[src/common/rqf_defs.vh]
// constants for the requester request framer (host side)
// assumes a 32-bit APB register bus and byte addresses on paddr[7:0]
`ifndef RQF_DEFS_VH
`define RQF_DEFS_VH
// register byte offsets
`define RQF_OFS_CTRL      8'h00
`define RQF_OFS_SHAPE     8'h04
`define RQF_OFS_STATUS    8'h08
`define RQF_OFS_DATA      8'h40
// ctrl fields
`define RQF_CTRL_GO       0
`define RQF_CTRL_ALIGNED  1
`define RQF_CTRL_PARITY   2
`define RQF_CTRL_ABORT    3
`define RQF_CTRL_RST      4'h0
// shape fields
`define RQF_SH_LEN        7:0
`define RQF_SH_FBE        11:8
`define RQF_SH_LBE        15:12
`define RQF_SH_AOFS       18:16
`define RQF_SH_SEQ        23:20
`define RQF_SH_ABEAT      27:24
`define RQF_SHAPE_RST     32'h0000_0000
// sideband layout
`define RQF_SB_W          60
`define RQF_SB_FBE        3:0
`define RQF_SB_LBE        7:4
`define RQF_SB_AOFS       10:8
`define RQF_SB_DISC       11
`define RQF_SB_SEQ        27:24
`define RQF_SB_PAR        59:28
// state codes
`define RQF_ST_IDLE       1'b0
`define RQF_ST_SEND       1'b1
`endif

[src/logic/rqf_host.v]
// requester request framer: user-side logic that pushes request packets into the core
// assumes the core stream port shares clk; software loads dwords and shape over APB
`timescale 1ns/1ps
`default_nettype none
`include "rqf_defs.vh"
//////////////////////////////////////////////////////////////////////////////
module rqf_host
#(
   parameter DW                        = 256,
   parameter DEPTH                     = 16,
   parameter user_tag_management_param = 0
)
(
   // clock and reset
   input  wire                clk,
   input  wire                rst,
   // apb slave
   input  wire [7:0]          paddr,
   input  wire                psel,
   input  wire                penable,
   input  wire                pwrite,
   input  wire [31:0]         pwdata,
   output reg  [31:0]         prdata,
   output reg                 pready,
   output reg                 pslverr,
   // request stream toward the core
   output reg  [DW-1:0]       req_in_payload_bus,
   output reg  [`RQF_SB_W-1:0] req_in_sideband_bus,
   output reg                 req_in_end_of_packet,
   output reg  [DW/32-1:0]    req_in_dword_keep,
   output reg                 req_in_present,
   input  wire [3:0]          req_in_accept,
   // progress and tag reports from the core
   input  wire [3:0]          req_progress_number,
   input  wire                req_progress_number_strobe,
   input  wire [5:0]          allocated_np_tag,
   input  wire                allocated_np_tag_strobe
);

   localparam L = DW / 32;
   localparam [8:0] L9 = L;
   // binary state codes
   localparam ST_IDLE = 1'b0;
   localparam ST_SEND = 1'b1;

   //////////////////////////////////////////////////////////////////////////////
   // registers
   reg  [31:0] mem_q [0:DEPTH-1];
   reg  [3:0]  ctrl_q;
   reg  [31:0] shape_q;
   reg         go_q;
   reg         state_q;
   reg  [7:0]  beat_q;
   reg  [3:0]  prog_num_q;
   reg  [7:0]  prog_cnt_q;
   reg  [5:0]  tag_q;
   reg  [7:0]  tag_cnt_q;
   // next values
   reg  [31:0] rdata_d;
   reg         err_d;
   reg  [3:0]  prog_num_d;
   reg  [7:0]  prog_cnt_d;
   reg  [5:0]  tag_d;
   reg  [7:0]  tag_cnt_d;
   wire        access;
   wire        in_data;
   wire [7:0]  len;
   wire        take;
   wire [7:0]  nb;
   wire [8:0]  beat_end;
   wire        last_n;
   wire [DW-1:0] data_n;
   wire [L-1:0]  keep_n;
   wire [31:0]   par_n;
   integer       i;

   assign access   = psel & penable & ~pready;
   assign in_data  = (paddr[7:6] == 2'b01) && (paddr[5:2] < DEPTH);
   assign len      = shape_q[`RQF_SH_LEN];
   // any accept bit will do; all four carry the same value
   assign take     = req_in_present & req_in_accept[0];
   assign nb       = (state_q == ST_IDLE) ? 8'h00 : beat_q + 8'h01;
   assign beat_end = {1'b0, nb} * L9 + L9;
   assign last_n   = (beat_end >= {1'b0, len}) |
                     (ctrl_q[`RQF_CTRL_ABORT] & (nb[3:0] == shape_q[`RQF_SH_ABEAT]));

   //////////////////////////////////////////////////////////////////////////////
   // per-lane dword selection and keep
   genvar j;
   generate
      // lanes past len are zeroed so unkept dwords carry no stale data
      for (j = 0; j < L; j = j + 1)
      begin : g_lane
         localparam [8:0] J9 = j;
         wire [8:0] idx = {1'b0, nb} * L9 + J9;
         assign keep_n[j] = idx < {1'b0, len};
         assign data_n[j*32 +: 32] = keep_n[j] ? mem_q[idx[3:0]] : 32'h0000_0000;
      end
      for (j = 0; j < 32; j = j + 1)
      begin : g_par
         if (j < DW / 8)
         begin : g_used
            assign par_n[j] = ~^data_n[j*8 +: 8];
         end
         else
         begin : g_zero
            assign par_n[j] = 1'b0;
         end
      end
   endgenerate

   //////////////////////////////////////////////////////////////////////////////
   // apb slave: one wait state, answer in the second access cycle
   always @(posedge clk)
   begin
      if (rst)
      begin
         pready  <= 1'b0;
         pslverr <= 1'b0;
         prdata  <= 32'h0000_0000;
         ctrl_q  <= `RQF_CTRL_RST;
         shape_q <= `RQF_SHAPE_RST;
         go_q    <= 1'b0;
      end
      else
      begin
         pready  <= access;
         pslverr <= 1'b0;
         go_q    <= 1'b0;
         if (access)
         begin
            prdata  <= rdata_d;
            pslverr <= err_d;
            // go while a packet is in flight is dropped by the sequencer
            if (pwrite && paddr == `RQF_OFS_CTRL)
            begin
               ctrl_q <= {pwdata[3:1], 1'b0};
               go_q   <= pwdata[`RQF_CTRL_GO];
            end
            if (pwrite && paddr == `RQF_OFS_SHAPE)
            begin
               shape_q <= pwdata;
            end
         end
      end
   end

   // read-back and decode; unmapped offsets read as zero and answer with an error
   always @*
   begin
      rdata_d = 32'h0000_0000;
      err_d   = 1'b0;
      if (paddr == `RQF_OFS_CTRL)
      begin
         rdata_d = {28'h0000000, ctrl_q[3:1], 1'b0};
      end
      else if (paddr == `RQF_OFS_SHAPE)
      begin
         rdata_d = shape_q;
      end
      else if (paddr == `RQF_OFS_STATUS)
      begin
         rdata_d = {tag_cnt_q, 2'b00, tag_q, prog_cnt_q, prog_num_q, 3'b000, state_q};
      end
      else if (in_data)
      begin
         rdata_d = mem_q[paddr[5:2]];
      end
      else
      begin
         err_d = 1'b1;
      end
   end

   // dword store; writes during a packet would alter later beats, so software waits for idle
   always @(posedge clk)
   begin
      if (rst)
      begin
         for (i = 0; i < DEPTH; i = i + 1)
            mem_q[i] <= 32'h0000_0000;
      end
      else if (access && pwrite && in_data)
      begin
         mem_q[paddr[5:2]] <= pwdata;
      end
   end

   //////////////////////////////////////////////////////////////////////////////
   // packet sequencer
   always @(posedge clk)
   begin
      if (rst)
      begin
         state_q              <= ST_IDLE;
         beat_q               <= 8'h00;
         req_in_present       <= 1'b0;
         req_in_payload_bus   <= {DW{1'b0}};
         req_in_dword_keep    <= {L{1'b0}};
         req_in_end_of_packet <= 1'b0;
         req_in_sideband_bus  <= {`RQF_SB_W{1'b0}};
      end
      else
      begin
         case (state_q)
            ST_IDLE:
            begin
               if (go_q && len != 8'h00)
               begin
                  state_q        <= ST_SEND;
                  beat_q         <= nb;
                  req_in_present <= 1'b1;
                  req_in_payload_bus   <= data_n;
                  req_in_dword_keep    <= keep_n;
                  req_in_end_of_packet <= last_n;
                  req_in_sideband_bus  <= {`RQF_SB_W{1'b0}};
                  req_in_sideband_bus[`RQF_SB_FBE] <= shape_q[`RQF_SH_FBE];
                  req_in_sideband_bus[`RQF_SB_LBE] <= shape_q[`RQF_SH_LBE];
                  req_in_sideband_bus[`RQF_SB_AOFS] <= ctrl_q[`RQF_CTRL_ALIGNED] ?
                                                       shape_q[`RQF_SH_AOFS] : 3'b000;
                  req_in_sideband_bus[`RQF_SB_SEQ] <= shape_q[`RQF_SH_SEQ];
                  req_in_sideband_bus[`RQF_SB_DISC] <= ctrl_q[`RQF_CTRL_ABORT] &
                                                      (shape_q[`RQF_SH_ABEAT] == 4'h0);
                  req_in_sideband_bus[`RQF_SB_PAR] <= ctrl_q[`RQF_CTRL_PARITY] ?
                                                      par_n : 32'h0000_0000;
               end
            end
            ST_SEND:
            begin
               // everything stays put until the core takes the beat
               if (take)
               begin
                  if (req_in_end_of_packet)
                  begin
                     state_q        <= ST_IDLE;
                     req_in_present <= 1'b0;
                     req_in_sideband_bus[`RQF_SB_DISC] <= 1'b0;
                  end
                  else
                  begin
                     beat_q               <= nb;
                     req_in_payload_bus   <= data_n;
                     req_in_dword_keep    <= keep_n;
                     req_in_end_of_packet <= last_n;
                     // abort ends the packet on the beat that carries it
                     req_in_sideband_bus[`RQF_SB_DISC] <= ctrl_q[`RQF_CTRL_ABORT] &
                        (nb[3:0] == shape_q[`RQF_SH_ABEAT]);
                     req_in_sideband_bus[`RQF_SB_PAR] <= ctrl_q[`RQF_CTRL_PARITY] ?
                                                         par_n : 32'h0000_0000;
                  end
               end
            end
            default:
            begin
               state_q        <= ST_IDLE;
               req_in_present <= 1'b0;
            end
         endcase
      end
   end

   //////////////////////////////////////////////////////////////////////////////
   // progress and tag capture; the core strobes for one cycle each
   // counts wrap at 256, so software compares them as deltas
   always @*
   begin
      prog_num_d = prog_num_q;
      prog_cnt_d = prog_cnt_q;
      if (req_progress_number_strobe)
      begin
         prog_num_d = req_progress_number;
         prog_cnt_d = prog_cnt_q + 8'h01;
      end
   end

   always @(posedge clk)
   begin
      if (rst)
      begin
         prog_num_q <= 4'h0;
         prog_cnt_q <= 8'h00;
      end
      else
      begin
         prog_num_q <= prog_num_d;
         prog_cnt_q <= prog_cnt_d;
      end
   end

   // tags come back in acceptance order, so the count pairs each tag with its request
   always @*
   begin
      tag_d     = tag_q;
      tag_cnt_d = tag_cnt_q;
      if (allocated_np_tag_strobe && user_tag_management_param == 0)
      begin
         tag_d     = allocated_np_tag;
         tag_cnt_d = tag_cnt_q + 8'h01;
      end
   end

   always @(posedge clk)
   begin
      if (rst)
      begin
         tag_q     <= 6'h00;
         tag_cnt_q <= 8'h00;
      end
      else
      begin
         tag_q     <= tag_d;
         tag_cnt_q <= tag_cnt_d;
      end
   end

endmodule
`default_nettype wire

[config.mk]
export PLATFORM = sky130hd
export DESIGN_NAME = rqf_host
export DESIGN_NICKNAME = d
export VERILOG_FILES = /design/src/logic/rqf_host.v
export VERILOG_INCLUDE_DIRS = /design/src /design/src/common
export SDC_FILE = /design/constraint.sdc
export NUM_CORES = 2
export LEC_CHECK = 0
export BUFFER_PORTS_ARGS = -buffer_cell sky130_fd_sc_hd__buf_4
export CAP_MARGIN = 30
export CORE_ASPECT_RATIO = 0.5
export CORE_MARGIN = 8
export CORE_UTILIZATION = 60
export DETAILED_ROUTE_END_ITERATION = 8
export PLACE_DENSITY = 0.87
export SLEW_MARGIN = 20
export SYNTH_ARGS = -nofsm -noshare
export SYNTH_HDL_FRONTEND = slang
export SYNTH_SLANG_ARGS = --single-unit
export TNS_END_PERCENT = 30
[constraint.sdc]
create_clock -name clk -period 4 [get_ports clk]
set_input_delay 0.6 -clock clk [delete_from_list [all_inputs] [get_ports clk]]
set_output_delay 0.6 -clock clk [all_outputs]
set_load 0.005 [all_outputs]
; Yosys cells after proc, flatten, opt, wreduce, memory -nomap -nowiden
; Memories as Yosys holds them, arrays and structs flattened.
; Cells that the tools add are included.
[totals]
ff_bits = 419
ramBits = 512
input_bits = 61
output_inout_bits = 360
word_cells = 162
memories = 1
[mem_list]
columns = name, depth, word_bits, read_ports, rd_clocked_by_memory_dff, wr, line_no
row1 = mem_q, 16, 32, 9, 0, 16, rqf_host.v:48  ; reg [31:0] mem_q [0:DEPTH-1];
[op_classes]
addsub = 11
order_cmp = 9
eq_ne = 8
mux = 55
bitwise = 10
reduce_logical = 49
[ops]
columns = op, count
row1 = 2-to-1 mux 256 bit, 3
row2 = 2-to-1 mux 32 bit, 16
row3 = one-hot mux 256 bit (2 select lines), 1
row4 = XNOR reduction 8 bit, 32
row5 = less-than comparator 9 x 8 -> 1 bit, 8
row6 = one-hot mux 32 bit (2 select lines), 1
row7 = 2-to-1 mux 60 bit, 1
row8 = 2-to-1 mux 8 bit, 7
row9 = "adder 9 x 3 -> 9 bit, second input constant", 4
row10 = one-hot mux 8 bit (2 select lines), 2
row11 = OR reduction 32 bit, 1
row12 = "adder 8 x 1 -> 8 bit, second input constant", 3
row13 = "adder 9 x 2 -> 9 bit, second input constant", 2
row14 = 2-to-1 mux 1 bit, 18
row15 = "adder 9 x 1 -> 9 bit, second input constant", 1
row16 = "adder 9 x 4 -> 9 bit, second input constant", 1
row17 = >= comparator 9 x 8 -> 1 bit, 1
row18 = "equality test 8 x 3 -> 1 bit, second input constant", 1
row19 = "equality test 8 x 4 -> 1 bit, second input constant", 1
row20 = logical NOT 8 bit, 1
row21 = one-hot mux 1 bit (2 select lines), 4
row22 = AND reduction 2 bit, 4
row23 = nonzero test 8 bit, 1
row24 = AND reduction 3 bit, 2
row25 = 13 further kinds, 26

; Longest topological paths before layout
[depth]
depth_word = 10
ltp_mapped = 15
ltp_nobuf = 11

; Worst setup path before layout
; No wires, ideal clock.
[synth_timing]
path_type = reg-to-reg
from = register beat_q[0]
to = register req_in_payload_bus[35]
setup_ns = 0.128
t_arrival_ns = 3.560
t_required_ns = 3.872
slack_ns = 0.313
path_stages_with_launch = 14
synth_period_minus_slack_ns = 3.687
cell_sequence = dfxtp_1 -> nand2b_1 -> clkbuf_1 -> buf_2 -> clkbuf_1 -> clkbuf_1 -> buf_1 -> ha_1 -> nand2b_1 -> nor4_2 -> nand3_1 -> clkbuf_1 -> a32oi_1 -> nor2_1
[synth_via]
elab_chain_len = 8
[synth_rtl]
columns = element, line_no
row1 = start: declaration, rqf_host.v:53  ; reg [7:0] beat_q;
row2 = start signal: assignment, rqf_host.v:211  ; beat_q <= nb;
row3 = start signal: assignment, rqf_host.v:241  ; beat_q <= nb;
row4 = adder 8 x 1 -> 8 bit *, rqf_host.v:82  ; assign nb = (state_q == ST_IDLE) ? 8'h00 : beat_q + 8'h01;
row5 = 2-to-1 mux 8 bit *, rqf_host.v:82
row6 = adder 9 x 1 -> 9 bit *, rqf_host.v:95  ; wire [8:0] idx = {1'b0, nb} * L9 + J9;
row7 = less-than comparator 9 x 8 -> 1 bit or memory (16 x 32 bit) (tied branches), n/a
row8 = 2-to-1 mux 32 bit *, rqf_host.v:97  ; assign data_n[j*32 +: 32] = keep_n[j] ? mem_q[idx[3:0]] : 32'h0000_0000;
row9 = 2-to-1 mux 256 bit, rqf_host.v:233  ; if (req_in_end_of_packet)
row10 = 2-to-1 mux 256 bit, rqf_host.v:231  ; if (take)
row11 = one-hot mux 256 bit (2 select lines) *, rqf_host.v:205  ; case (state_q)
row12 = end signal: assignment, rqf_host.v:198  ; req_in_payload_bus <= {DW{1'b0}};
row13 = end signal: assignment, rqf_host.v:213  ; req_in_payload_bus <= data_n;
row14 = end signal: assignment, rqf_host.v:242  ; req_in_payload_bus <= data_n;
row15 = end: declaration, rqf_host.v:27  ; output reg [DW-1:0] req_in_payload_bus,
; Mark *: on every way between the ends. The rest lies on a longest branch, timed or not. The select of a mux whose other input is x is not followed.
; A chain may end at the register's enable or synchronous reset.

; Final worst setup path
[layout_timing]
from = register beat_q[0]
to = register req_in_payload_bus[155]
[layout_via]
elab_chain_len = 8
[layout_rtl]
columns = element, line_no
row1 = adder 8 x 1 -> 8 bit *, rqf_host.v:82
row2 = 2-to-1 mux 8 bit *, rqf_host.v:82
row3 = named net g_lane[0].idx[7], rqf_host.v:95
row4 = adder 9 x 3 -> 9 bit *, rqf_host.v:95
row5 = less-than comparator 9 x 8 -> 1 bit *, rqf_host.v:96  ; assign keep_n[j] = idx < {1'b0, len};
row6 = 2-to-1 mux 32 bit *, rqf_host.v:97
row7 = 2-to-1 mux 256 bit, rqf_host.v:233
row8 = 2-to-1 mux 256 bit, rqf_host.v:231
row9 = one-hot mux 256 bit (2 select lines) *, rqf_host.v:205
; Mark *: on every way through the listed nets, which the timed path passes. The rest lies on a longest branch. The select of a mux whose other input is x is not followed.

==> impl_metrics.env <==
export IMPL_grtUsageTotal_pct=34.7
export IMPL_critPathBufInv=2
export IMPL_seq_area_frac_synth_pct=51.5
export IMPL_p_per_area_mw_per_mm2=395
export IMPL_layout_common_cells="nand2_1, and2_1, edfxtp_1, buf_4, dfxtp_1"
export IMPL_reg2reg_depth=13
export IMPL_drt_pass1_iterations=8
export IMPL_grt_pass1_vias=36100
export IMPL_clockPowerShare_pct=41.3
export IMPL_ys_warn_count=0
export IMPL_core_sq_mm=0.0756
export IMPL_vdd_drop_max_v=0.000372
export IMPL_drt_iter0_drc=6257
export IMPL_overflow=0
export IMPL_p_sw_w=0.00508
export IMPL_num_rows=71
export IMPL_dp_slack_ns=0.569
export IMPL_ys_seq_elements=929
export IMPL_cp_top_family="simple AND/OR/NAND/NOR gates"
export IMPL_post_cts_resize_count=0
export IMPL_clockBufferDepth=3
export IMPL_maxCapViolations=0
export IMPL_multi_input_area_sq_mm=0.0209
export IMPL_power_share_sequential_pct=50.3
export IMPL_mappedNetlistArea_sq_mm=0.0460
export IMPL_critPathMaxFanout=91
export IMPL_area_growth_pct=15.0
export IMPL_cpPeakStageDelay_ns=0.51
export IMPL_finalWorstSetupSlack_ns=0.411
export IMPL_synth_distinct_cells=57
export IMPL_p_int_w=0.0158
export IMPL_crit_path_start_kind="flip-flop"
export IMPL_hold_buffers=0
export IMPL_status="complete, no violations"
export IMPL_cts_clk_slew_worst_paths_ns=0.07
export IMPL_slowest_stage="dfxtp_1"
export IMPL_final_common_cell="nand2_1"
export IMPL_wire_per_inst_um=27.8
export IMPL_worstMarginPinSlew_ns=0.960
export IMPL_insertion_delay_ns=0.67
export IMPL_die_x_um=408
export IMPL_drc=0
export IMPL_num_vias=37100
export IMPL_synth_flop_cell="edfxtp_1"
export IMPL_syn_mean_instance_area_sq_um=10.7
export IMPL_switching_share_pct=24.3
export IMPL_combPwrFrac_pct=8.5
export IMPL_grt_max_degree=170
export IMPL_max_freq_mhz=279
export IMPL_antenna_found_initial=16
export IMPL_regArea_sq_mm=0.0237
export IMPL_synth_edf_count=512
export IMPL_dpl_cell_area_sq_mm=0.0500
export IMPL_ioPinCount=421
export IMPL_io_buffers=405
export IMPL_crit_chain="ha_1, nand3_1, xnor2_1, and2_1, ha_1, nand2_1, or3_1, mux2i_1, nor4_4, buf_12, buf_12, a32oi_1, nor2_1"
export IMPL_dieArea_sq_mm=0.0864
export IMPL_worstSetupStartpoint="beat_q[0]"
export IMPL_hp_start="req_progress_number[1]"
export IMPL_timing_final_crit_share_pct=89.7
export IMPL_start_util_pct=60.9
export IMPL_vias_per_cell=6.58
export IMPL_die_y_um=212
export IMPL_final_hold_viol_count=0
export IMPL_cts_root_buffer="clkbuf_16"
export IMPL_drive_gt1_share_pct=18.2
export IMPL_crit_required_ns=4.53
export IMPL_synthCells=4316
export IMPL_worst_ep_arrival_time_ns=4.12
export IMPL_final_cell_area_sq_mm=0.0530
export IMPL_reg2reg_from="beat_q[0]"
export IMPL_setup_viol=0
export IMPL_cts_num_sinks=929
export IMPL_endpoint="req_in_payload_bus[155]"
export IMPL_final_nets=4618
export IMPL_crit_path_end_kind="flip-flop"
export IMPL_htreeDepth=3
export IMPL_min_path_type="input port to flip-flop"
export IMPL_r2r_end="req_in_payload_bus[155]"
export IMPL_slew_headroom_pct=34.3
export IMPL_dp_hpwl_um=105000
export IMPL_grt_pass1_wl_um=227000
export IMPL_cts_inserted_buffers=83
export IMPL_rrSetupSlack_ns=0.41
export IMPL_rsz0062_at_grt="no"
export IMPL_skew_ns=0.0177
export IMPL_maxSlewViolCount=0
export IMPL_crit_type="flip-flop to flip-flop"
export IMPL_fill_cells=5012
export IMPL_finalCriticalPeriod_ns=3.59
export IMPL_async_flop_share_pct=0
export IMPL_post_cts_buffers=0
export IMPL_power_leakage_nw=21.7
export IMPL_fin_tns_setup_ns=0
export IMPL_gp_congestion=1.01
export IMPL_wirelength_um=157000
export IMPL_tritoncts="done"
export IMPL_antenna_left=0
export IMPL_crit_cells=13
## power groups by stage
stage / sequential (W) / clock [W] / combinational (W)
2_1_floorplan: 0.0106 / 0 / 0.00107
3_3_place_gp: 0.0107 / 0 / 0.00165
3_5_place_dp: 0.0107 / 0 / 0.00168
4_1_cts: 0.0105 / 0.00858 / 0.00170
5_1_grt: 0.0105 / 0.00896 / 0.00182
6_report: 0.0105 / 0.00862 / 0.00177
## how the worst min path moves through the flow
| stage | depth (start not counted) | end | slack [ns] |
|---|---|---|---|
| after floorplan | 2 | shape_q[19] | 0.43 |
| after global placement | 2 | req_in_payload_bus[26] | 0.44 |
| after detailed placement | 2 | req_in_sideband_bus[2] | 0.45 |
| after CTS | 3 | tag_q[2] | 0.16 |
| after global routing | 3 | tag_q[2] | 0.17 |
| final | 3 | prog_num_q[1] | 0.18 |
## synthesized netlist by cell type, types with 27 or more instances
cell / instances / area [sq um]
nand2_1: 860 / 3230
nand3_1: 47 / 235
edfxtp_1: 512 / 15400
a22oi_1: 38 / 285
o21ai_0: 66 / 330
mux4_2: 160 / 3600
a21o_1: 27 / 203
a222oi_1: 32 / 320
clkbuf_1: 306 / 1150
a32oi_1: 192 / 1680
a22o_1: 28 / 245
and2_1: 514 / 3220
buf_2: 30 / 150
xor2_1: 192 / 1680
a21oi_1: 78 / 390
dfxtp_1: 417 / 8350
xnor2_1: 167 / 1460
a211oi_1: 31 / 233
mux2i_1: 160 / 1600
nor2_1: 302 / 1130
## flip-flops by register name, indices dropped and copies added, names as in the netlist
register and count:
mem_q 512, req_in_payload_bus 256, req_in_sideband_bus 48, prdata 32, shape_q 32, prog_cnt_q 8
req_in_dword_keep 8, tag_cnt_q 8, beat_q 6, tag_q 6, prog_num_q 4, ctrl_q 3
go_q 1, pready 1, pslverr 1, req_in_end_of_packet 1, req_in_present 1, state_q 1
## cell families (layout without fill, tap and decap cells)
| group | Yosys count | after routing | share of synthesized area [%] |
|---|---|---|---|
| and+or+nand+nor | 1803 | 1803 | 18.1 |
| DFF | 929 | 929 | 51.5 |
| AOI/OAI and AO/OA | 509 | 509 | 8.32 |
| buffers and inverters | 376 | 660 | 3.24 |
| xor gates and xnor gates | 364 | 364 | 7.06 |
| muxes | 321 | 321 | 11.4 |
| adders and majority gates | 13 | 13 | 0.353 |
| other | 1 | 26 | 0.00814 |
## area by class of cell
class                   count  share of cell area [%]
flip-flops and latches    929                    44.8
inverters                   9                  0.0780
repair buffers            499                    7.62
clock buffers             116                    4.86
diodes                     14                  0.0662
well taps                1022                    2.41
multi-input cells        3022                    39.5
clock inverters            36                   0.645
## metal layers
metal,share of wire [%],GRT usage [%],up-vias
met1,33,40.6,18000
met2,45,53.8,2863
met5,0.026,0,-
li1,-,-,15600
met4,6.8,21.2,6
met3,16,14.1,636
## worst reg2reg max path: cells and delay by family, from the launching register on
family | cells | cell delay, ns
AO/OA/AOI/OAI | 1 | 0.43
XOR/XNOR | 1 | 0.16
adder cells (fa/ha/maj) | 2 | 0.59
buffers and inverters | 2 | 0.44
flip-flops | 1 | 0.51
multiplexers | 1 | 0.34
AND/OR/NAND/NOR | 6 | 1.00
## metrics by stage
stage	util [%]	std cells	hold slack, ns	power [W]
5_1_grt	70.0	5643	0.175	0.0213
4_1_cts	70.0	5633	0.159	0.0208
3_3_place_gp	66.1	5481	0.441	0.0123
3_5_place_dp	66.1	5481	0.447	0.0124
2_1_floorplan	-	4327	0.433	0.0117
6_report	70.0	5647	0.177	0.0209
Note: power is estimated with default switching activity, not from simulation.
